--- src/common/vmcs_pkg.sv ---
// Shared constants, types and lookup for the video and memory clock synthesis block.
package vmcs_pkg;
  // Register indices; byte address is four times the index.
  localparam logic [7:0] IDX_PANEL_CFG = 8'h31;
  localparam logic [7:0] IDX_PIX_SEL   = 8'h68;
  localparam logic [7:0] IDX_MEM_NUM   = 8'h6a;
  localparam logic [7:0] IDX_MEM_DEN   = 8'h6b;
  localparam logic [7:0] IDX_PIX_NUM   = 8'h6c;
  localparam logic [7:0] IDX_PIX_DEN   = 8'h6d;
  localparam logic [7:0] IDX_SEC_NUM   = 8'h6e;
  localparam logic [7:0] IDX_SEC_DEN   = 8'h6f;
  localparam logic [7:0] IDX_MISC_OUT  = 8'h80;
  localparam logic [7:0] IDX_BLOCK_CLK = 8'h81;
  localparam logic [7:0] IDX_STATUS    = 8'h82;
  // Field positions.
  localparam int PS_BIT       = 7;
  localparam int SEL_HI       = 7;
  localparam int SEL_LO       = 5;
  localparam int MISC_SEL_HI  = 3;
  localparam int MISC_SEL_LO  = 2;
  localparam int DUAL_BIT     = 7;
  localparam int BLK_SRC_LO   = 8;
  localparam int BLK_PAL_BIT  = 16;
  localparam int NUM_DERIVED  = 6;
  // Values after reset.
  localparam logic [7:0]  RST_MEM_NUM   = 8'h20;
  localparam logic [7:0]  RST_MEM_DEN   = 8'h08;
  localparam logic [7:0]  RST_ZERO      = 8'h00;
  localparam logic [16:0] RST_BLOCK_CLK = 17'h0003f;
  // Built-in divider pairs for standard modes.
  localparam logic [7:0] BI_25_NUM = 8'h33;
  localparam logic [7:0] BI_25_DEN = 8'h1d;
  localparam logic [7:0] BI_28_NUM = 8'h5b;
  localparam logic [7:0] BI_28_DEN = 8'h17;
  localparam logic [7:0] BI_31_NUM = 8'h2c;
  localparam logic [7:0] BI_31_DEN = 8'h14;
  localparam logic [7:0] BI_35_NUM = 8'h39;
  localparam logic [7:0] BI_35_DEN = 8'h17;
  localparam logic [7:0] BI_49_NUM = 8'h53;
  localparam logic [7:0] BI_49_DEN = 8'h18;
  localparam logic [7:0] BI_78_NUM = 8'h6e;
  localparam logic [7:0] BI_78_DEN = 8'h14;
  localparam logic [7:0] BI_REF    = 8'h01;

  typedef enum logic [2:0] {
    VMCS_ON_A = 3'b001,
    VMCS_HOLD = 3'b010,
    VMCS_ON_B = 3'b100
  } vmcs_sw_e;

  typedef struct packed {
    logic       prog;
    logic       ps;
    logic [7:0] num;
    logic [7:0] den;
  } vmcs_setting_s;

  function automatic vmcs_setting_s vmcs_builtin(input logic [2:0] sel, input logic [1:0] cs);
    vmcs_setting_s r;
    r = '{prog: 1'b0, ps: 1'b0, num: BI_REF, den: BI_REF};
    if (sel[2:1] == 2'b11) begin
      r.num = BI_REF;
    end else if (sel[2:1] == 2'b01) begin
      r.num = sel[0] ? BI_78_NUM : BI_49_NUM;
      r.den = sel[0] ? BI_78_DEN : BI_49_DEN;
    end else if (sel[2:1] == 2'b00 && !cs[1]) begin
      case ({sel[0], cs[0]})
        2'b00:   begin r.num = BI_25_NUM; r.den = BI_25_DEN; end
        2'b01:   begin r.num = BI_28_NUM; r.den = BI_28_DEN; r.ps = 1'b1; end
        2'b10:   begin r.num = BI_31_NUM; r.den = BI_31_DEN; end
        default: begin r.num = BI_35_NUM; r.den = BI_35_DEN; end
      endcase
    end else begin
      r.prog = 1'b1;
    end
    return r;
  endfunction : vmcs_builtin
endpackage : vmcs_pkg

--- src/hdl/vmcs_top.sv ---
// Top of the video and memory clock synthesis block with its APB register file.
// Function
// RL1 - Three synthesizers: memory clock, primary pixel clock, secondary pixel clock.
// RL2 - Single refresh displays run from the primary pixel clock.
// RL3 - Dual refresh: primary drives panel, secondary drives CRT or slows blocks.
// RL4 - Derive write FIFO, read FIFO, memory, capture, engine, processor clocks.
// RL5 - TV clock from base reference for NTSC, PAL reference input for PAL.
// RL6 - Pixel numerator in one register, denominator and scaler in the next.
// RL7 - Pixel clock is reference times numerator over denominator over one plus scaler.
// RL8 - Enabled post scaler halves the output frequency.
// RL9 - Secondary clock is reference times its own numerator over denominator.
// RL10 - Memory clock is reference times memory numerator over memory denominator.
// RL11 - Standard modes use built-in pairs chosen by select and misc bits.
// RL12 - Software uses the recommended divider pairs for standard rates.
// RL13 - Panel config bit 7 enters dual refresh with a panel refresh clock.
// RL14 - Switching pixel settings never emits runt pulses or glitches.
//
// Chosen here: the placing of the registers and the APB register port.
`timescale 1ns/1ps
module vmcs_top import vmcs_pkg::*; (
  input  wire logic        pclk,                  // 200 MHz system clock.
  input  wire logic        presetn,               // Asynchronous reset, active low.
  input  wire logic [11:0] paddr,                 // APB byte address.
  input  wire logic        psel,                  // APB select.
  input  wire logic        penable,               // APB access phase.
  input  wire logic        pwrite,                // APB write.
  input  wire logic [31:0] pwdata,                // APB write data.
  output logic      [31:0] prdata,                // APB read data.
  output logic             pready,                // APB ready.
  output logic             pslverr,               // APB error.
  input  wire logic        ref_clock_in,          // Base reference level.
  input  wire logic        pal_reference_input,   // PAL reference level.
  output logic             memory_clock,          // Memory synthesizer clock.
  output logic             primary_pixel_clock,   // Primary pixel clock.
  output logic             secondary_pixel_clock, // Secondary pixel clock.
  output logic             panel_refresh_clock,   // Panel timing clock.
  output logic             crt_pixel_clock,       // CRT interface clock.
  output logic             write_fifo_clock,      // Write FIFO clock.
  output logic             read_fifo_clock,       // Read FIFO clock.
  output logic             memory_array_clock,    // Memory array clock.
  output logic             capture_clock,         // Video capture clock.
  output logic             drawing_engine_clock,  // Drawing engine clock.
  output logic             video_processor_clock, // Video processor clock.
  output logic             tv_encoder_clock,      // TV encoder clock.
  output logic             dual_refresh           // Dual refresh active.
);
  typedef struct packed {
    logic [7:0]             pix_num;
    logic [7:0]             pix_den;
    logic [7:0]             sec_num;
    logic [7:0]             sec_den;
    logic [7:0]             mem_num;
    logic [7:0]             mem_den;
    logic [7:0]             pix_sel;
    logic [7:0]             panel_cfg;
    logic [7:0]             misc_out;
    logic [16:0]            block_clk;
    logic                   ref_q;
    logic [31:0]            prdata;
    logic                   pready;
    logic                   pslverr;
    logic                   mem_clk;
    logic                   pri_clk;
    logic                   sec_clk;
    logic                   panel_clk;
    logic                   crt_clk;
    logic [NUM_DERIVED-1:0] derived;
    logic                   tv_clk;
  } vmcs_top_s;

  vmcs_top_s     s;
  vmcs_top_s     next_s;
  vmcs_setting_s builtin;
  logic          ref_tick;
  logic          mem_raw;
  logic          sec_raw;
  logic          fixed_raw;
  logic          prog_raw;
  logic          pri_raw;
  logic          crt_raw;
  logic          prog_active;
  logic          crt_on_sec;
  logic [32:0]   rd;
  logic [7:0]    wr_idx;
  logic          wr_go;

  // Read decode shared by data and error paths; bit 32 marks a mapped address.
  function automatic logic [32:0] reg_read(input vmcs_top_s r, input logic [11:0] a,
                                           input logic [3:0] st);
    logic [32:0] v;
    v = 33'h000000000;
    if (a[1:0] == 2'b00 && a[11:10] == 2'b00) begin
      case (a[9:2])
        IDX_PANEL_CFG: v = {1'b1, 24'h000000, r.panel_cfg};
        IDX_PIX_SEL:   v = {1'b1, 24'h000000, r.pix_sel};
        IDX_MEM_NUM:   v = {1'b1, 24'h000000, r.mem_num};
        IDX_MEM_DEN:   v = {1'b1, 24'h000000, r.mem_den};
        IDX_PIX_NUM:   v = {1'b1, 24'h000000, r.pix_num};
        IDX_PIX_DEN:   v = {1'b1, 24'h000000, r.pix_den};
        IDX_SEC_NUM:   v = {1'b1, 24'h000000, r.sec_num};
        IDX_SEC_DEN:   v = {1'b1, 24'h000000, r.sec_den};
        IDX_MISC_OUT:  v = {1'b1, 24'h000000, r.misc_out};
        IDX_BLOCK_CLK: v = {1'b1, 15'h0000, r.block_clk};
        IDX_STATUS:    v = {1'b1, 28'h0000000, st};
        default:       v = 33'h000000000;
      endcase
    end
    return v;
  endfunction : reg_read

  // RL11 built-in pair lookup
  assign builtin = vmcs_builtin(s.pix_sel[SEL_HI:SEL_LO], s.misc_out[MISC_SEL_HI:MISC_SEL_LO]);

  // The reference pin is synchronous to pclk, so a rising edge is a plain compare.
  assign ref_tick = ref_clock_in && !s.ref_q;

  // RL10 memory clock ratio
  vmcs_synth u_mem_synth (
    .pclk        (pclk),
    .presetn     (presetn),
    .ref_tick    (ref_tick),
    .numerator   (s.mem_num),
    .denominator (s.mem_den),
    .post_scale  (1'b0),
    .clk_out     (mem_raw)
  );

  // RL6 programmed numerator, denominator and scaler
  // RL7 programmed pixel ratio
  vmcs_synth u_prog_synth (
    .pclk        (pclk),
    .presetn     (presetn),
    .ref_tick    (ref_tick),
    .numerator   (s.pix_num),
    .denominator ({1'b0, s.pix_den[PS_BIT-1:0]}),
    .post_scale  (s.pix_den[PS_BIT]),
    .clk_out     (prog_raw)
  );

  // RL11 fixed standard-mode ratio
  vmcs_synth u_fixed_synth (
    .pclk        (pclk),
    .presetn     (presetn),
    .ref_tick    (ref_tick),
    .numerator   (builtin.num),
    .denominator (builtin.den),
    .post_scale  (builtin.ps),
    .clk_out     (fixed_raw)
  );

  // RL9 secondary ratio without scaler
  vmcs_synth u_sec_synth (
    .pclk        (pclk),
    .presetn     (presetn),
    .ref_tick    (ref_tick),
    .numerator   (s.sec_num),
    .denominator (s.sec_den),
    .post_scale  (1'b0),
    .clk_out     (sec_raw)
  );

  // RL14 clean change between built-in and programmed
  vmcs_clk_switch u_pix_switch (
    .pclk    (pclk),
    .presetn (presetn),
    .sel     (builtin.prog),
    .clk_a   (fixed_raw),
    .clk_b   (prog_raw),
    .clk_out (pri_raw),
    .on_b    (prog_active)
  );

  // RL3 CRT moves to the secondary clock
  vmcs_clk_switch u_crt_switch (
    .pclk    (pclk),
    .presetn (presetn),
    .sel     (s.panel_cfg[DUAL_BIT]),
    .clk_a   (pri_raw),
    .clk_b   (sec_raw),
    .clk_out (crt_raw),
    .on_b    (crt_on_sec)
  );

  assign wr_idx = paddr[9:2];
  assign wr_go = psel && penable && s.pready && pwrite && paddr[1:0] == 2'b00
                 && paddr[11:10] == 2'b00;

  always_comb begin
    next_s = s;
    rd = reg_read(s, paddr, {crt_on_sec, pri_raw, s.panel_cfg[DUAL_BIT], prog_active});
    next_s.ref_q = ref_clock_in;
    // Zero wait states: ready is raised for the access phase of every transfer.
    next_s.pready = psel && !penable;
    next_s.pslverr = 1'b0;
    next_s.prdata = 32'h00000000;
    if (psel && !penable) begin
      next_s.pslverr = !rd[32];
      if (!pwrite) begin
        next_s.prdata = rd[31:0];
      end
    end
    if (wr_go) begin
      case (wr_idx)
        IDX_PANEL_CFG: next_s.panel_cfg = pwdata[7:0];
        IDX_PIX_SEL:   next_s.pix_sel = pwdata[7:0];
        IDX_MEM_NUM:   next_s.mem_num = pwdata[7:0];
        IDX_MEM_DEN:   next_s.mem_den = pwdata[7:0];
        IDX_PIX_NUM:   next_s.pix_num = pwdata[7:0];
        IDX_PIX_DEN:   next_s.pix_den = pwdata[7:0];
        IDX_SEC_NUM:   next_s.sec_num = pwdata[7:0];
        IDX_SEC_DEN:   next_s.sec_den = pwdata[7:0];
        IDX_MISC_OUT:  next_s.misc_out = pwdata[7:0];
        IDX_BLOCK_CLK: next_s.block_clk = pwdata[16:0];
        default:       next_s.block_clk = s.block_clk;
      endcase
    end
    // RL1 three synthesized clocks
    next_s.mem_clk = mem_raw;
    next_s.pri_clk = pri_raw;
    next_s.sec_clk = sec_raw;
    // RL2 panel shares primary
    // RL13 panel refresh clock stays primary
    next_s.panel_clk = pri_raw;
    next_s.crt_clk = crt_raw;
    // RL4 per-block gated clocks
    for (int i = 0; i < NUM_DERIVED; i++) begin
      next_s.derived[i] = s.block_clk[i]
                          && (s.block_clk[BLK_SRC_LO + i] ? sec_raw : mem_raw);
    end
    // RL5 NTSC or PAL source
    next_s.tv_clk = s.block_clk[BLK_PAL_BIT] ? pal_reference_input : ref_clock_in;
  end

  always_ff @(posedge pclk or negedge presetn) begin
    if (!presetn) begin
      s <= '{pix_num: RST_ZERO, pix_den: RST_ZERO, sec_num: RST_ZERO, sec_den: RST_ZERO,
             mem_num: RST_MEM_NUM, mem_den: RST_MEM_DEN, pix_sel: RST_ZERO,
             panel_cfg: RST_ZERO, misc_out: RST_ZERO, block_clk: RST_BLOCK_CLK,
             default: '0};
    end else begin
      s <= next_s;
    end
  end

  assign prdata                = s.prdata;
  assign pready                = s.pready;
  assign pslverr               = s.pslverr;
  assign memory_clock          = s.mem_clk;
  assign primary_pixel_clock   = s.pri_clk;
  assign secondary_pixel_clock = s.sec_clk;
  assign panel_refresh_clock   = s.panel_clk;
  assign crt_pixel_clock       = s.crt_clk;
  assign write_fifo_clock      = s.derived[0];
  assign read_fifo_clock       = s.derived[1];
  assign memory_array_clock    = s.derived[2];
  assign capture_clock         = s.derived[3];
  assign drawing_engine_clock  = s.derived[4];
  assign video_processor_clock = s.derived[5];
  assign tv_encoder_clock      = s.tv_clk;
  assign dual_refresh          = s.panel_cfg[DUAL_BIT];
endmodule : vmcs_top

--- src/hdl/vmcs_synth.sv ---
// Ratio synthesizer: reference times numerator over denominator, optional halving.
`timescale 1ns/1ps
module vmcs_synth import vmcs_pkg::*; (
  input  wire logic       pclk,        // System clock.
  input  wire logic       presetn,     // Asynchronous reset, active low.
  input  wire logic       ref_tick,    // One pulse per reference period.
  input  wire logic [7:0] numerator,   // Ratio numerator.
  input  wire logic [7:0] denominator, // Ratio denominator; zero stops the clock.
  input  wire logic       post_scale,  // Halve the output.
  output logic            clk_out      // Synthesized clock level.
);
  typedef struct packed {
    logic [11:0] acc;
    logic        half;
    logic        clk;
  } vmcs_syn_s;
  vmcs_syn_s s, next_s;
  logic      fire;
  // Each reference period adds two numerator units, one per output half cycle.
  always_comb begin
    next_s = s;
    fire = (denominator != 8'h00) && (s.acc >= {4'h0, denominator});
    if (ref_tick && s.acc < 12'h800) begin
      next_s.acc = s.acc + {3'h0, numerator, 1'b0};
    end
    if (fire) begin
      next_s.acc = next_s.acc - {4'h0, denominator};
      // RL8 post scaler halving
      next_s.half = post_scale ? ~s.half : 1'b0;
      if (!post_scale || s.half) begin
        next_s.clk = ~s.clk;
      end
    end
  end
  always_ff @(posedge pclk or negedge presetn) begin
    if (!presetn) begin
      s <= '0;
    end else begin
      s <= next_s;
    end
  end
  assign clk_out = s.clk;
endmodule : vmcs_synth

--- src/hdl/vmcs_clk_switch.sv ---
// Glitch-free two-input clock selector, leaving the old side only while it is low and joining the new side only while it is low.
`timescale 1ns/1ps
module vmcs_clk_switch import vmcs_pkg::*; (
  input  wire logic pclk,    // System clock.
  input  wire logic presetn, // Asynchronous reset, active low.
  input  wire logic sel,     // High selects clk_b.
  input  wire logic clk_a,   // Source when sel is low.
  input  wire logic clk_b,   // Source when sel is high.
  output logic      clk_out, // Selected clock.
  output logic      on_b     // High while clk_b is passed.
);
  typedef struct packed {
    vmcs_sw_e state;
    logic     out;
  } vmcs_sws_s;
  vmcs_sws_s s, next_s;
  // A source is left only in its low phase, so no high pulse is ever cut short.
  always_comb begin
    next_s = s;
    case (s.state)
      VMCS_ON_A: begin
        next_s.out = clk_a;
        if (sel && !clk_a) begin
          next_s.state = VMCS_HOLD;
          next_s.out = 1'b0;
        end
      end
      VMCS_ON_B: begin
        next_s.out = clk_b;
        if (!sel && !clk_b) begin
          next_s.state = VMCS_HOLD;
          next_s.out = 1'b0;
        end
      end
      VMCS_HOLD: begin
        next_s.out = 1'b0;
        if (sel ? !clk_b : !clk_a) begin
          next_s.state = sel ? VMCS_ON_B : VMCS_ON_A;
        end
      end
      default: begin
        next_s.state = VMCS_HOLD;
        next_s.out = 1'b0;
      end
    endcase
  end
  always_ff @(posedge pclk or negedge presetn) begin
    if (!presetn) begin
      s <= '{state: VMCS_ON_A, out: 1'b0};
    end else begin
      s <= next_s;
    end
  end
  assign clk_out = s.out;
  assign on_b = (s.state == VMCS_ON_B);
endmodule : vmcs_clk_switch

--- config.mk ---
export PLATFORM = sky130hd
export DESIGN_NAME = vmcs_top
export DESIGN_NICKNAME = d
export VERILOG_FILES = /design/src/common/vmcs_pkg.sv /design/src/hdl/vmcs_top.sv /design/src/hdl/vmcs_synth.sv /design/src/hdl/vmcs_clk_switch.sv
export SDC_FILE = /design/constraint.sdc
export NUM_CORES = 1
export LEC_CHECK = 0
export ABC_AREA = 1
export BUFFER_PORTS_ARGS = -buffer_cell sky130_fd_sc_hd__buf_4
export CAP_MARGIN = 20
export CORE_MARGIN = 2
export CORE_UTILIZATION = 30
export CTS_CLUSTER_SIZE = 25
export DETAILED_ROUTE_END_ITERATION = 16
export PLACE_DENSITY = 0.42
export SETUP_SLACK_MARGIN = 0.4
export SLEW_MARGIN = 30
export SYNTH_ARGS = -nofsm -noshare
export SYNTH_HDL_FRONTEND = slang
export SYNTH_SLANG_ARGS = --single-unit
--- constraint.sdc ---
create_clock -name pclk -period 4.1 [get_ports pclk]
set_input_delay 0.82 -clock pclk [delete_from_list [all_inputs] [get_ports pclk]]
set_output_delay 0.82 -clock pclk [all_outputs]
set_load 0.02 [all_outputs]
### Yosys cells after proc, flatten, opt, wreduce, memory -nomap -nowiden

Cells that the tools add are included.

| storage, ports and cells | value |
|---|---|
| register bits after elaboration | 197 |
| bits in latches | 0 |
| RAM bits | 0 |
| bits in read-only memories | 0 |
| output and inout bits | 47 |
| logic and storage cells | 193 |
| memories kept | 0 |

| cells by class | value |
|---|---|
| add/subtract/negate cells | 8 |
| multiply operators | 0 |
| divide/modulo/power cells | 0 |
| $lt $le $gt $ge | 8 |
| eq/ne operators | 27 |
| shift operators | 0 |
| mux-type cells | 47 |
| bitwise operators | 6 |
| reductions and logical operators | 63 |

Operator list:

| cell | number |
|---|---|
| $pmux W33 S11 | 1 |
| $mux W32 | 2 |
| $eq A8 B7 Y1 const B | 7 |
| $mux W14 | 4 |
| $add A12 B9 Y12 | 4 |
| $lt A12 B12 Y1 const B | 4 |
| $mux W12 | 4 |
| $pmux W15 S3 | 1 |
| $ge A12 B8 Y1 | 3 |
| $sub A12 B8 Y12 | 3 |
| $mux W33 | 1 |
| $reduce_bool A8 Y1 | 4 |
| $logic_and A1 B1 Y1 | 27 |
| $eq A8 B8 Y1 const B | 3 |
| $pmux W4 S3 | 2 |
| $reduce_and A2 Y1 | 12 |
| $mux W4 | 5 |
| $mux W17 | 1 |
| $mux W1 | 16 |
| $mux W16 | 1 |
| $mux W8 | 2 |
| $ge A12 B7 Y1 | 1 |
| $logic_not A1 Y1 | 12 |
| $mux W3 | 4 |
| other kinds (14) | 35 |

### Logic depth before layout (Yosys ltp)

| depth | value |
|---|---|
| depth in word-level cells | 9 |
| gate-level depth with buffers | 22 |
| mapped depth without buffers | 22 |

### Hierarchy

From an unflattened synthesis, not the netlist that was laid out.

| second synthesis, totals | value |
|---|---|
| cell total of the unflattened synthesis | 1758 |
| area, all modules | 13060.0 um^2 |

By module, submodules not included:

| module | times used | cells an instance | area each (um^2) |
|---|---|---|---|
| vmcs_top | 1 | 661 | 5686.7 |
| vmcs_synth (u_mem_synth ...) | 3 | 255 | 1709.1 |
| vmcs_synth (u_fixed_synth) | 1 | 252 | 1687.9 |
| vmcs_clk_switch | 2 | 40 | 279.0 |

### Least setup slack after synthesis

OpenSTA, ideal clock, no wires.

| path | value |
|---|---|
| kind | register -> register |
| start point | reg s[86] (netlist bit) |
| end point | reg u_fixed_synth.s[12] (netlist bit) |
| data arrival time | 3.227 ns |
| data required time | 3.977 ns |
| setup slack | 0.750 ns |
| stages on the path, launching flop included | 19 |
| path buffers | 0 |
| cell sequence | dfrtp_1 -> nor3_1 -> nand2_1 -> nor2_1 -> nor2_1 -> ha_1 -> fa_1 -> nand2_1 -> inv_1 -> o31ai_1 -> ha_1 -> a21oi_1 -> nand2_1 -> a21oi_1 -> nand3_1 -> nor2_1 -> nand2_1 -> o21ai_0 -> nand2_1 |

RTL lines:

| element | RTL line | text |
|---|---|---|
| start: declaration | vmcs_top.sv:71 | `vmcs_top_s s;` |
| start signal: assignment | vmcs_top.sv:236 | `s <= '{pix_num: RST_ZERO, pix_den: RST_ZERO, sec_num: RST_ZERO, sec_den: RST_ZERO,` |
| start signal: assignment | vmcs_top.sv:241 | `s <= next_s;` |
| end signal: assignment | vmcs_synth.sv:39 | `s <= next_s;` |
| end: declaration | vmcs_synth.sv:17 | `vmcs_syn_s s, next_s;` |

==> impl_metrics.ini <==
[outcome]
status = completed

[timing]
fmax_mhz = 298
fin_crit_sh = 0.819
slew_violations = 0
setup_ws_ps = 741
setup-tns-final_ps = 0
finalHoldViolations = 0
rsz0062_at_grt = no
finClkSkew_ps = 16.8
fin_crit_ps = 3360
setup_violations = 0
maxSlewHeadroom = 0.494
worst_slew_pin_slew_ps = 760

[placed_design]
io_buffers = 67
hpwl_mm = 25.8
dp_cells = 2117
post-place-ws_ps = 501
place.gp.congestion = 0.821

[critical_path]
required_ps = 4440
cpMaxStageDelayCell = dfrtp_2
critPathMaxFanout = 6
cpPeakStageDelay_ps = 450
endpoint_kind = register
startpoint_type = register
r2r-end = u_fixed_synth.s[12]
r2r_cells = 18
rrSetupSlack_ps = 740
crit_arrival_ps = 3700
timing_worst_setup_path_type = register to register
worstReg2RegStart = s[86]
worst-path-buf-inv = 1
cp_top_family = simple AND/OR/NAND/NOR gates
cpMostUsedCell = nand2_1
path_cells = nor3_2, nand2_1, nor2_2, nor2_1, ha_1, fa_1, nand2_1, inv_1, o31ai_2, ha_1, a21oi_1, nand2_1, a21oi_2, nand3_2, nor2_2, nand2_1, o21ai_1, nand2_1

[layout]
fin_util = 0.346
area_growth_pct = 13.3
diodes = 0
finalNonFillerCells = 2150
drive_gt1_frac = 0.104
fillers = 4124
final_common_cell = nand2_1
mostFrequentLayoutCells = nand2_1 (444), inv_1 (192), dfrtp_1 (170)
nets = 1761

[die]
dieArea_um2 = 41000
initial_core_util = 0.305
io-pin-count = 98
coreArea_um2 = 38700
fp.dieW_um = 203
num_rows = 72
die_h_um = 203

[clock_tree]
cts_tree = built
cts_buffer_depth = 2
cts_num_sinks = 182
ctsHtreeMaxLevel = 4
cts.clk_slew.worst_paths_ps = 80
ctsRootBufferMaster = clkbuf_16
cts_buffers = 17
ctsHoldBuffers = 0
clock_latency_ps = 460

[detailed_routing]
ant_nets = 0
finalWirelength_mm = 33.4
viasPerCell = 4.59
vias = 9878
drtPass1Iterations = 5
drt_iter0_drc = 772
post-route-drc-count = 0
wire_per_inst_um = 15.6

[synthesis]
ys_top_cells_by_area = dfrtp_1 (36%), nand2_1 (14%), ha_1 (8.8%)
yosys.cell_types.count = 52
yosysWarningCount = 0
seq_area_frac_synth = 0.386
synth_area_leader_cell = dfrtp_1
synth_edf_count = 0
dominantRegCellSynth = dfrtp_1
async_flop_share = 1.00
postSynthCellCount = 1559
netlist_area_um2 = 11800
synth.ff_latch_count = 182
synth.top_cell.area_share = 0.364
syn_avg_cell_area_um2 = 7.58

[global_routing]
antenna_found_initial = 0
grt_pass1_vias = 9648
grt_use_total = 0.169
grt_first_pass_wirelength_mm = 53.9
grt_max_degree = 89
overflow = 0

[hold_path]
min_to = crt_pixel_clock
hp-class = register to register
hp-start = u_crt_switch.clk_out
worstHoldPathCells = 0

[power_and_ir_drop]
worst_ir_drop_vdd_mv = 0.271
p_leak_nw = 6.79
powerDensity_nw_per_um2 = 374

[job]
maxCapViolations = 0
worst max path at each step:
stage | start | endpoint | slack (ps) | depth (start not counted)
CTS | s[86] | u_fixed_synth.s[12] | 480 | 18
finish | s[86] | u_fixed_synth.s[12] | 740 | 18
global placement | s[86] | u_fixed_synth.s[12] | 480 | 18
global route | s[86] | u_fixed_synth.s[12] | 420 | 18
detailed placement | s[86] | u_fixed_synth.s[12] | 500 | 18
floorplan | s[86] | u_fixed_synth.s[12] | 750 | 18
report_power, final:
| group | total, mW | internal (mW) | leakage [nW] | switching [mW] |
|---|---|---|---|---|
| combinational | 1.30 | 0.488 | 4.10 | 0.812 |
| clock | 1.67 | 0.829 | 0.286 | 0.838 |
| sequential | 2.04 | 1.93 | 2.40 | 0.111 |
| total | 5.00 | 3.24 | 6.79 | 1.76 |
through the flow:
stage / hold WS (ps) / cell area, um^2 / power, mW
after global routing: 372 / 13400 / 5.37
final: 354 / 13400 / 5.00
after floorplan: 331 / 11900 / 3.00
after global placement: 344 / 12800 / 3.35
after detailed placement: 340 / 12800 / 3.35
after CTS: 357 / 13400 / 5.05
sequential cells by signal (all words and copies together), names as in the netlist, 3 cells and up:
name / flops
prdata: 17
s: 89
u_crt_switch.s: 3
u_fixed_synth.s: 13
u_mem_synth.s: 12
u_pix_switch.s: 3
u_prog_synth.s: 13
u_sec_synth.s: 12
final cells by class:
cell class / count / area, um^2 / area share
inverter: 201 / 754 / 0.0563
timing repair buffer: 79 / 612 / 0.0457
tap: 518 / 648 / 0.0484
sequential: 182 / 4570 / 0.341
clock inverter: 13 / 128 / 0.00953
clock buffer: 19 / 443 / 0.0331
multi-input combinational: 1138 / 6240 / 0.466
kinds of logic after synthesis:
family,synth area share
simple gates,0.250
compound gates,0.130
buf+inv,0.0929
flops,0.386
fa+ha+maj,0.101
xor+xnor,0.0274
mux,0.0117
other cells,0.000317
worst register-to-register path, cell delays in order (launching register included):
cell and delay [ps]:
dfrtp_2 450, nor3_2 210, nand2_1 100, nor2_2 120, nor2_1 80, ha_1 230, fa_1 390, nand2_1 110
inv_1 50, o31ai_2 260, ha_1 320, a21oi_1 140, nand2_1 100, a21oi_2 160, nand3_2 130, nor2_2 170
nand2_1 80, o21ai_1 120, nand2_1 50
synth_stat cells (5+ instances only):
| cell type | n |
|---|---|
| nand2_1 | 444 |
| inv_1 | 192 |
| dfrtp_1 | 172 |
| o21ai_0 | 167 |
| nor2_1 | 95 |
| nand3_1 | 92 |
| ha_1 | 83 |
| a21oi_1 | 74 |
| buf_4 | 33 |
| xor2_1 | 22 |
| nand4_1 | 16 |
| xnor2_1 | 15 |
| buf_2 | 14 |
| nor3_1 | 12 |
| dfstp_2 | 10 |
| or2_2 | 9 |
| fa_1 | 8 |
| o21bai_1 | 8 |
| a31oi_1 | 7 |
| mux2_2 | 7 |
| nor4_1 | 6 |
| inv_2 | 5 |
| o21a_1 | 5 |
layer usage:
layer	part of all wire	GRT usage	vias up
met5	0	0	-
met4	0.015	0.0446	0
met3	0.030	0.0215	25
met2	0.44	0.261	143
met1	0.51	0.248	4547
li1	-	-	5163
timing repair:
action                                 4_1_cts  5_1_grt
buffers inserted                             0        1
endpoints found under the hold margin        0        0
resized for setup                            0       11
setup endpoints to repair                    0        4
Note: power is estimated with default switching activity, not from simulation.
